<file path="config.mk">
export PLATFORM = sky130hd
export DESIGN_NAME = cec_ctrl
export DESIGN_NICKNAME = d
export VERILOG_FILES = /design/src/cec_ctrl.v /design/src/cec_seg_table.v /design/src/cec_sum.v
export VERILOG_INCLUDE_DIRS = /design/src /design/src/src
export SDC_FILE = /design/constraint.sdc
export NUM_CORES = 1
export LEC_CHECK = 0
export ABC_AREA = 1
export ABC_CLOCK_PERIOD_IN_PS = 7200
export BUFFER_PORTS_ARGS = -buffer_cell sky130_fd_sc_hd__buf_2
export CAP_MARGIN = 10
export CORE_ASPECT_RATIO = 0.75
export CORE_MARGIN = 1.5
export CORE_UTILIZATION = 50
export DETAILED_ROUTE_END_ITERATION = 12
export PLACE_DENSITY_LB_ADDON = 0.15
export SYNTH_ARGS = -nofsm -noshare
export SYNTH_HDL_FRONTEND = slang
export SYNTH_SLANG_ARGS = --single-unit
</file>
<file path="constraint.sdc">
create_clock -name ref_clk_i -period 7.2 [get_ports ref_clk_i]
set_input_delay 0 -clock ref_clk_i [delete_from_list [all_inputs] [get_ports ref_clk_i]]
set_output_delay 0 -clock ref_clk_i [all_outputs]
set_load 0.01 [all_outputs]
</file>
<file path="src/cec_regs.vh">
// register map, field positions, defaults and opcodes of the config nvm controller
`ifndef CEC_REGS_VH
`define CEC_REGS_VH
`define CEC_AW 12
`define CEC_TAB_BASE 12'hA00
`define CEC_TAB_LAST 12'hA16
`define CEC_TAB_N 23
`define CEC_BUSY_ADDR 12'hB00
`define CEC_ERR_ADDR 12'hB01
`define CEC_CTL_ADDR 12'hB02
`define CEC_STORE_ADDR 12'hB03
`define CEC_UPD_ADDR 12'h232
`define CEC_PINSEL_ADDR 12'h01D
`define CEC_PINSEL_BIT 7
`define CEC_UPD_BIT 0
`define CEC_BUSY_BIT 0
`define CEC_ERR_BIT 0
`define CEC_WEN_BIT 0
`define CEC_SOFT_BIT 1
`define CEC_STORE_BIT 0
`define CEC_OP_FLAG 7
`define CEC_OP_END 7'h00
`define CEC_OP_UPD 7'h01
`define CEC_OP_END_BYTE 8'h80
`define CEC_OP_UPD_BYTE 8'h81
// default descriptors: {count-1, addr_hi, addr_lo} per segment
`define CEC_TAB_DEF {8'h03, 8'h00, 8'h00, 8'h4F, 8'h00, 8'h10, \
  8'h0D, 8'h00, 8'hF0, 8'h3F, 8'h01, 8'h40, 8'h01, 8'h01, 8'hE0, \
  8'h02, 8'h02, 8'h30, `CEC_OP_UPD_BYTE, `CEC_OP_END_BYTE, \
  `CEC_OP_END_BYTE, `CEC_OP_END_BYTE, `CEC_OP_END_BYTE}
`endif

</file>
<file path="src/cec_ctrl.v">
// config nvm controller: registers, table walk, store and restore engine
// Summary of operation
// - table of descriptors gives start address and byte count per segment
// - table opcodes: register update is executed, end-of-data stops the walk
// - reset table covers all registers, then an update command and end-of-data
// - busy bit 0 reads 1 while a transfer runs, else 0; read-only
// - with pin select set, busy also drives the status pin
// - error bit 0 set when restored data fails the check; read-only
// - load pin low and soft reload bit: reset, restore, bit self-clears
// - write enable resets to 0 and must be 1 before any nvm write
// - store bit starts buffer-to-nvm copy, cleared when copy finishes
// - update command copies buffer to active on next serial clock rise
`timescale 1ns/100ps
`default_nettype none
`include "cec_regs.vh"
module cec_ctrl #(
  parameter NVM_AW = 10
) (
  input wire ref_clk_i,
  input wire nrst_i,
  input wire sclk_rise_i,
  input wire reg_wr_i,
  input wire reg_rd_i,
  input wire [11:0] reg_addr_i,
  input wire [7:0] reg_wdata_i,
  output reg [7:0] reg_rdata_o,
  input wire nvm_load_n_i,
  output reg nvm_req_o,
  output reg nvm_we_o,
  output reg [NVM_AW-1:0] nvm_addr_o,
  output reg [7:0] nvm_wdata_o,
  input wire [7:0] nvm_rdata_i,
  input wire nvm_ack_i,
  output reg [11:0] buf_addr_o,
  output reg buf_we_o,
  output reg [7:0] buf_wdata_o,
  input wire [7:0] buf_rdata_i,
  output reg io_update_o,
  output reg soft_rst_o,
  output reg status_pin_o
);
  localparam [7:0] S_IDLE = 8'h01;
  localparam [7:0] S_OP = 8'h02;
  localparam [7:0] S_AHI = 8'h04;
  localparam [7:0] S_ALO = 8'h08;
  localparam [7:0] S_XFER = 8'h10;
  localparam [7:0] S_WAIT = 8'h20;
  localparam [7:0] S_NEXT = 8'h40;
  localparam [7:0] S_SUM = 8'h80;

  reg [7:0] state_r;
  reg busy_r;
  reg err_r;
  reg wen_r;
  reg soft_r;
  reg store_r;
  reg pinsel_r;
  reg upd_pend_r;
  reg dir_store_r;
  reg sum_wait_r;
  reg [4:0] ptr_r;
  reg [6:0] cnt_r;
  wire [7:0] tab_byte;
  wire [7:0] sum;
  wire tab_hit;
  wire tab_wr;
  wire [11:0] tab_off;
  reg sum_clr;
  reg sum_add;
  reg [7:0] sum_din;

  // table window decode; the offset only means something on a hit
  assign tab_off = reg_addr_i - `CEC_TAB_BASE;
  assign tab_hit = reg_addr_i >= `CEC_TAB_BASE &&
                   reg_addr_i <= `CEC_TAB_LAST;
  // table edits during a walk are dropped to keep the walk consistent
  assign tab_wr = reg_wr_i && tab_hit && !busy_r;

  cec_seg_table #(
    .N(`CEC_TAB_N)
  ) u_tab (
    .ref_clk_i(ref_clk_i),
    .nrst_i(nrst_i),
    .wr_i(tab_wr),
    .waddr_i(tab_off[4:0]),
    .wdata_i(reg_wdata_i),
    .raddr_i(busy_r ? ptr_r : tab_off[4:0]),
    .rdata_o(tab_byte)
  );

  cec_sum u_sum (
    .ref_clk_i(ref_clk_i),
    .nrst_i(nrst_i),
    .clr_i(sum_clr),
    .add_i(sum_add),
    .din_i(sum_din),
    .sum_o(sum)
  );

  // checksum feed: stored bytes come from the bank, restored ones from nvm
  always @* begin
    sum_clr = state_r == S_IDLE;
    sum_add = state_r == S_WAIT && nvm_ack_i;
    sum_din = dir_store_r ? nvm_wdata_o : nvm_rdata_i;
  end

  // registered read port, data valid the cycle after reg_rd_i
  always @(posedge ref_clk_i or negedge nrst_i) begin
    if (!nrst_i) begin
      reg_rdata_o <= 8'h00;
    end else if (reg_rd_i) begin
      if (tab_hit) begin
        reg_rdata_o <= tab_byte;
      end else if (reg_addr_i == `CEC_BUSY_ADDR) begin
        reg_rdata_o <= {7'h00, busy_r};
      end else if (reg_addr_i == `CEC_ERR_ADDR) begin
        reg_rdata_o <= {7'h00, err_r};
      end else if (reg_addr_i == `CEC_CTL_ADDR) begin
        reg_rdata_o <= {6'h00, soft_r, wen_r};
      end else if (reg_addr_i == `CEC_STORE_ADDR) begin
        reg_rdata_o <= {7'h00, store_r};
      end else begin
        reg_rdata_o <= 8'h00; // other registers live in the bank
      end
    end
  end

  // control bits; self-clearing bits drop when their walk ends
  always @(posedge ref_clk_i or negedge nrst_i) begin
    if (!nrst_i) begin
      wen_r <= 1'b0;
      soft_r <= 1'b0;
      store_r <= 1'b0;
      pinsel_r <= 1'b0;
    end else begin
      if (reg_wr_i && reg_addr_i == `CEC_PINSEL_ADDR) begin
        pinsel_r <= reg_wdata_i[`CEC_PINSEL_BIT];
      end
      if (reg_wr_i && reg_addr_i == `CEC_CTL_ADDR) begin
        wen_r <= reg_wdata_i[`CEC_WEN_BIT];
      end
      // soft reload only honoured with the load pin low
      if (reg_wr_i && reg_addr_i == `CEC_CTL_ADDR &&
          reg_wdata_i[`CEC_SOFT_BIT] && !nvm_load_n_i) begin
        soft_r <= 1'b1;
      end else if (state_r == S_SUM && sum_wait_r && nvm_ack_i &&
                   !dir_store_r) begin
        soft_r <= 1'b0;
      end
      if (reg_wr_i && reg_addr_i == `CEC_STORE_ADDR &&
          reg_wdata_i[`CEC_STORE_BIT]) begin
        store_r <= 1'b1;
      end else if (store_r && !wen_r && !busy_r) begin
        store_r <= 1'b0; // protected: dropped, nvm untouched
      end else if (state_r == S_SUM && sum_wait_r && nvm_ack_i &&
                   dir_store_r) begin
        store_r <= 1'b0;
      end
    end
  end

  // update requests from host or table fire on the next serial clock rise
  always @(posedge ref_clk_i or negedge nrst_i) begin
    if (!nrst_i) begin
      upd_pend_r <= 1'b0;
      io_update_o <= 1'b0;
    end else begin
      io_update_o <= upd_pend_r && sclk_rise_i;
      if ((reg_wr_i && reg_addr_i == `CEC_UPD_ADDR &&
           reg_wdata_i[`CEC_UPD_BIT]) ||
          (state_r == S_OP && tab_byte[`CEC_OP_FLAG] &&
           tab_byte[6:0] == `CEC_OP_UPD)) begin
        upd_pend_r <= 1'b1; // new request wins over the clear
      end else if (sclk_rise_i) begin
        upd_pend_r <= 1'b0; // self-clearing
      end
    end
  end

  // busy on the status pin when selected
  always @(posedge ref_clk_i or negedge nrst_i) begin
    if (!nrst_i) begin
      status_pin_o <= 1'b0;
    end else begin
      status_pin_o <= pinsel_r && busy_r;
    end
  end

  // table walk and byte mover
  always @(posedge ref_clk_i or negedge nrst_i) begin
    if (!nrst_i) begin
      state_r <= S_IDLE;
      busy_r <= 1'b0;
      err_r <= 1'b0;
      dir_store_r <= 1'b0;
      sum_wait_r <= 1'b0;
      ptr_r <= 5'h00;
      cnt_r <= 7'h00;
      nvm_req_o <= 1'b0;
      nvm_we_o <= 1'b0;
      nvm_addr_o <= {NVM_AW{1'b0}};
      nvm_wdata_o <= 8'h00;
      buf_addr_o <= 12'h000;
      buf_we_o <= 1'b0;
      buf_wdata_o <= 8'h00;
      soft_rst_o <= 1'b0;
    end else begin
      soft_rst_o <= 1'b0;
      buf_we_o <= 1'b0;
      case (state_r)
        S_IDLE: begin
          ptr_r <= 5'h00;
          nvm_addr_o <= {NVM_AW{1'b0}};
          // soft reload beats a pending store
          if (soft_r) begin
            soft_rst_o <= 1'b1;
            dir_store_r <= 1'b0;
            busy_r <= 1'b1;
            state_r <= S_OP;
          end else if (store_r && wen_r) begin
            dir_store_r <= 1'b1;
            busy_r <= 1'b1;
            state_r <= S_OP;
          end
        end
        S_OP: begin
          ptr_r <= ptr_r + 5'd1;
          if (tab_byte[`CEC_OP_FLAG]) begin
            // update opcode is latched by the update logic; any other ends
            if (tab_byte[6:0] != `CEC_OP_UPD) begin
              state_r <= S_SUM;
            end
          end else begin
            cnt_r <= tab_byte[6:0]; // count minus one
            state_r <= S_AHI;
          end
        end
        S_AHI: begin
          buf_addr_o[11:8] <= tab_byte[3:0];
          ptr_r <= ptr_r + 5'd1;
          state_r <= S_ALO;
        end
        S_ALO: begin
          buf_addr_o[7:0] <= tab_byte;
          ptr_r <= ptr_r + 5'd1;
          state_r <= S_XFER;
        end
        S_XFER: begin
          // bank data is combinational, so the address set in ALO is valid
          nvm_req_o <= 1'b1;
          nvm_we_o <= dir_store_r; // only set in a store walk, which starts only under write enable
          nvm_wdata_o <= buf_rdata_i;
          state_r <= S_WAIT;
        end
        S_WAIT: begin
          // only a restore writes back; a stored byte leaves the bank alone
          if (nvm_ack_i) begin
            nvm_req_o <= 1'b0;
            nvm_we_o <= 1'b0;
            buf_we_o <= !dir_store_r;
            buf_wdata_o <= nvm_rdata_i;
            state_r <= S_NEXT;
          end
        end
        S_NEXT: begin
          // count holds bytes minus one, so zero means the segment is done
          buf_addr_o <= buf_addr_o + 12'd1;
          nvm_addr_o <= nvm_addr_o + {{(NVM_AW-1){1'b0}}, 1'b1};
          cnt_r <= cnt_r - 7'd1;
          state_r <= (cnt_r == 7'h00) ? S_OP : S_XFER;
        end
        S_SUM: begin
          // checksum byte follows the data in nvm
          if (!sum_wait_r) begin
            nvm_req_o <= 1'b1;
            nvm_we_o <= dir_store_r;
            nvm_wdata_o <= sum;
            sum_wait_r <= 1'b1;
          end else if (nvm_ack_i) begin
            nvm_req_o <= 1'b0;
            nvm_we_o <= 1'b0;
            sum_wait_r <= 1'b0;
            if (!dir_store_r) begin
              err_r <= nvm_rdata_i != sum;
            end
            busy_r <= 1'b0;
            state_r <= S_IDLE;
          end
        end
        default: begin
          state_r <= S_IDLE;
          busy_r <= 1'b0;
          nvm_req_o <= 1'b0;
          nvm_we_o <= 1'b0;
          sum_wait_r <= 1'b0;
        end
      endcase
    end
  end
endmodule // cec_ctrl
`default_nettype wire

</file>
<file path="src/cec_seg_table.v">
// segment descriptor table storage with reset defaults
`timescale 1ns/100ps
`default_nettype none
`include "cec_regs.vh"
module cec_seg_table #(
  parameter N = `CEC_TAB_N
) (
  input wire ref_clk_i,
  input wire nrst_i,
  input wire wr_i,
  input wire [4:0] waddr_i,
  input wire [7:0] wdata_i,
  input wire [4:0] raddr_i,
  output wire [7:0] rdata_o
);
  localparam [8*N-1:0] DEF = `CEC_TAB_DEF;
  wire [8*N-1:0] flat;
  genvar g;
  // one byte per entry; entry 0 sits in the top byte of the default
  generate
    for (g = 0; g < N; g = g + 1) begin : g_ent
      reg [7:0] ent_r;
      always @(posedge ref_clk_i or negedge nrst_i) begin
        if (!nrst_i) begin
          ent_r <= DEF[8*(N-1-g) +: 8];
        end else if (wr_i && waddr_i == g) begin
          ent_r <= wdata_i;
        end
      end
      assign flat[8*g +: 8] = ent_r;
    end
  endgenerate
  // out-of-range index reads as end marker so a walk always stops
  assign rdata_o = (raddr_i < N) ? flat[8*raddr_i +: 8] : `CEC_OP_END_BYTE;
endmodule // cec_seg_table
`default_nettype wire

</file>
<file path="src/cec_sum.v">
// running 8-bit checksum over transferred bytes
`timescale 1ns/100ps
`default_nettype none
module cec_sum (
  input wire ref_clk_i,
  input wire nrst_i,
  input wire clr_i,
  input wire add_i,
  input wire [7:0] din_i,
  output reg [7:0] sum_o
);
  // clear wins: a walk never starts and adds in the same cycle
  always @(posedge ref_clk_i or negedge nrst_i) begin
    if (!nrst_i) begin
      sum_o <= 8'h00;
    end else if (clr_i) begin
      sum_o <= 8'h00;
    end else if (add_i) begin
      sum_o <= sum_o + din_i;
    end
  end
endmodule // cec_sum
`default_nettype wire

</file>
==> metrics.cfg <==
[clock_tree]
ctsResizeCount = 0
clockRootBuffer = clkbuf_16
numCtsBuffers = 29
path_clk_slew_ns = 0.06
htreeDepth = 1
cts_setup_buffers = 0
cts_hold_buf = 37
clk_path_buf_depth = 3
insertion_delay_ns = 0.56
clock-sinks = 273
cts_tree = built

[power]
total_power_uw = 4732
ir_worst_vdd_mv = 0.2198
power.density_nw_per_um2 = 303.2
leakage_uw = 0.007472

[timing]
maxSlewHeadroom = 0.3053
hold_viol_final = 0
skew_ns = 0.01562
min_period_ns = 3.974
worst_pin_slew_ns = 1.041
finalCritPeriodShare = 0.5519
fmax_mhz = 251.6
finalSetupTns_ns = 0
hold_ws_ns = 0.1117
rsz0062_at_grt = false
finalSetupViolCount = 0
drv_slew = 0

[critical_path]
arrival_ns = 4.47
cp_cell_sequence = inv_6, nand2_1, nand2_2, buf_4, nand2_1, nand3_1, nand2_1, nor2_1, nand2_1, nand2_1, nand2_1, nand2_2, nand2_1, nor2_1, nand3_2, o211ai_1, dlygate4sd3_1
cpMostUsedCell = nand2_1
critPathMaxStageDelay_ns = 0.68
criticalPathCategory = reg -> reg
critPathRequiredTime_ns = 7.70
worst_setup_path_start_kind = flop
reg2reg_depth = 17
cp_max_fo = 64
cp-end-kind = flop
slowest_stage = buf_4

[layout]
antenna_cells = 0
drive_above_1_share = 0.1156
nets = 1909
syn2layout_area_growth_pct = 12.84
ff_latch_area_um2 = 6880
multi_input_area_um2 = 5782
n_fill_cell = 2503
final_cell_mix = nand2_1 (529), dfrtp_1 (234), o21ai_0 (212), inv_1 (171), nor2_1 (146)
final_common_cell = nand2_1

[outcome]
status = finished clean

[place]
place_congestion = 0.9464
portBuffers = 94
place_hpwl_mm = 25.32

[synth]
synth_fa_ha_area_frac = 0.01140
synthSimpleGateAreaFrac = 0.2718
synth_xor_area_frac = 0.01203
synth_edf_count = 0
ys.flop_type = dfrtp_1
synth_compound_gate_area_share = 0.1229
synth_area_um2 = 13830
yosys-top-cells-area = dfrtp_1 (42%), nand2_1 (14%), o21ai_0 (7.7%), dfstp_2 (7.4%), nand3_1 (5.0%)
yosysUniqueCellTypes = 53
yosysSeqAreaShare = 0.4976
synthArstFlopShare = 1.000
yosysTopAreaCell = dfrtp_1
synth-seq-cells = 273
synthCells = 1774
muxShareOfSynthArea = 0
syn_nets = 1829
synth_top_family_by_area = simple AND/OR/NAND/NOR gates
syn_avg_cell_area_um2 = 7.795
synth_top_area_share = 0.4235
yosys_warnings = 0

[floorplan]
die_h_um = 147.0
die_area_um2 = 28670
core_um2 = 27070
die_w_um = 195.0
pin_count = 95
start_util = 0.5109
row_count = 52

[job]
maxCapViolations = 0

[global_routing]
grt_first_pass_wirelength_mm = 62.97
grt_usage = 0.2767
grt_max_degree = 163
antenna_found_initial = 0
grt_pass1_vias = 11520
grt-ovfl-total = 0

[detailed_routing]
avgViaCountPerCell = 5.456
drc = 0
vias = 12160
drt_iter0_markers = 1165
antenna_left = 0
wl_mm = 39.05
routedWlPerCell_um = 17.53
drtPass1Iterations = 6

[min_path]
hold_class = in -> async

==> worst paths after layout <==
check,end,startpoint,slack (ns)
max in group asynchronous,reg_rdata_o[4],nrst_i,5.72
setup reg to reg,upd_pend_r,busy_r,3.23
hold / removal,u_tab.g_ent[12].ent_r[5],nrst_i,0.11
min in group ref_clk_i,reg_rdata_o[0],reg_addr_i[11],0.16
hold reg to reg,nvm_addr_o[9],nvm_addr_o[9],0.46
setup / recovery,upd_pend_r,busy_r,3.23
==> sequential cells by signal, indices dropped and copies added (netlist names), 5 cells and up <==
signal and cells:
buf_addr_o 12, buf_wdata_o 8, cnt_r 7, nvm_addr_o 10, nvm_wdata_o 8, ptr_r 5, reg_rdata_o 8, state_r 8
u_sum.sum_o 8, u_tab.g_ent.ent_r 184
==> Yosys cell counts (2+ instances only) <==
cell type	number
ha_1	11
a31oi_1	7
o22ai_1	5
dfstp_2	39
a22o_1	7
buf_2	14
nand3b_1	4
or2_2	3
o21ai_0	212
nand3_2	2
inv_2	4
clkinv_1	2
xor2_1	11
buf_1	3
buf_4	13
a21boi_0	2
buf_6	13
nor4_1	5
a21oi_1	50
dfrtp_1	234
clkbuf_1	43
nor2_1	146
inv_1	171
nor2_2	3
a32o_1	2
nand2_2	10
o221ai_1	2
o21ai_1	9
o211ai_1	10
nand2_1	529
xnor2_1	8
o32ai_1	2
nor3_1	18
nand4_1	19
nand3_1	138
nor2_4	3
nand2_4	4
==> through the flow <==
stage	area, um^2	setup WS, ns	instances	utilization
floorplan	13830	4.851	1774	-
global placement	14300	3.849	2137	0.5285
detailed placement	14300	3.787	2137	0.5285
CTS	15600	3.303	2228	0.5765
global route	15600	2.864	2228	0.5765
finish	15600	3.226	2228	0.5765
==> metal layers <==
metal	global-route usage	vias up	wire [um]
met5	0	-	0
met2	0.4032	418	16500
met4	0.06473	0	833
met3	0.05119	70	2760
met1	0.4258	5782	18960
li1	-	5885	-
==> power by group <==
group	internal, uW	total [uW]	switching [uW]
combinational	424	1540	1120
clock	846	1470	629
sequential	1630	1710	85.1
total	2900	4730	1830
==> layout make-up <==
class                           instances  share of cell area
Clock buffer                           49             0.05773
Inverter                              179             0.04354
Sequential cell                       273              0.4409
Tap cell                              351             0.02815
Timing Repair Buffer                  135             0.05725
Clock inverter                          5            0.001844
Multi-Input combinational cell       1236              0.3705
==> worst max-delay path, delay by kind of cell (launching register included) <==
kind / cells / cell delay [ns]
AOI/OAI and AO/OA: 1 / 0.10
DFF: 1 / 0.52
and+or+nand+nor: 13 / 1.85
buffers and inverters: 3 / 1.41
==> logic make-up after synthesis <==
family | after synthesis
AOI/OAI and AO/OA | 315
xor gates and xnor gates | 19
adders and majority gates | 12
buffers and inverters | 265
DFF | 273
and+or+nand+nor | 890
Power figures use the tool's default switching activity.
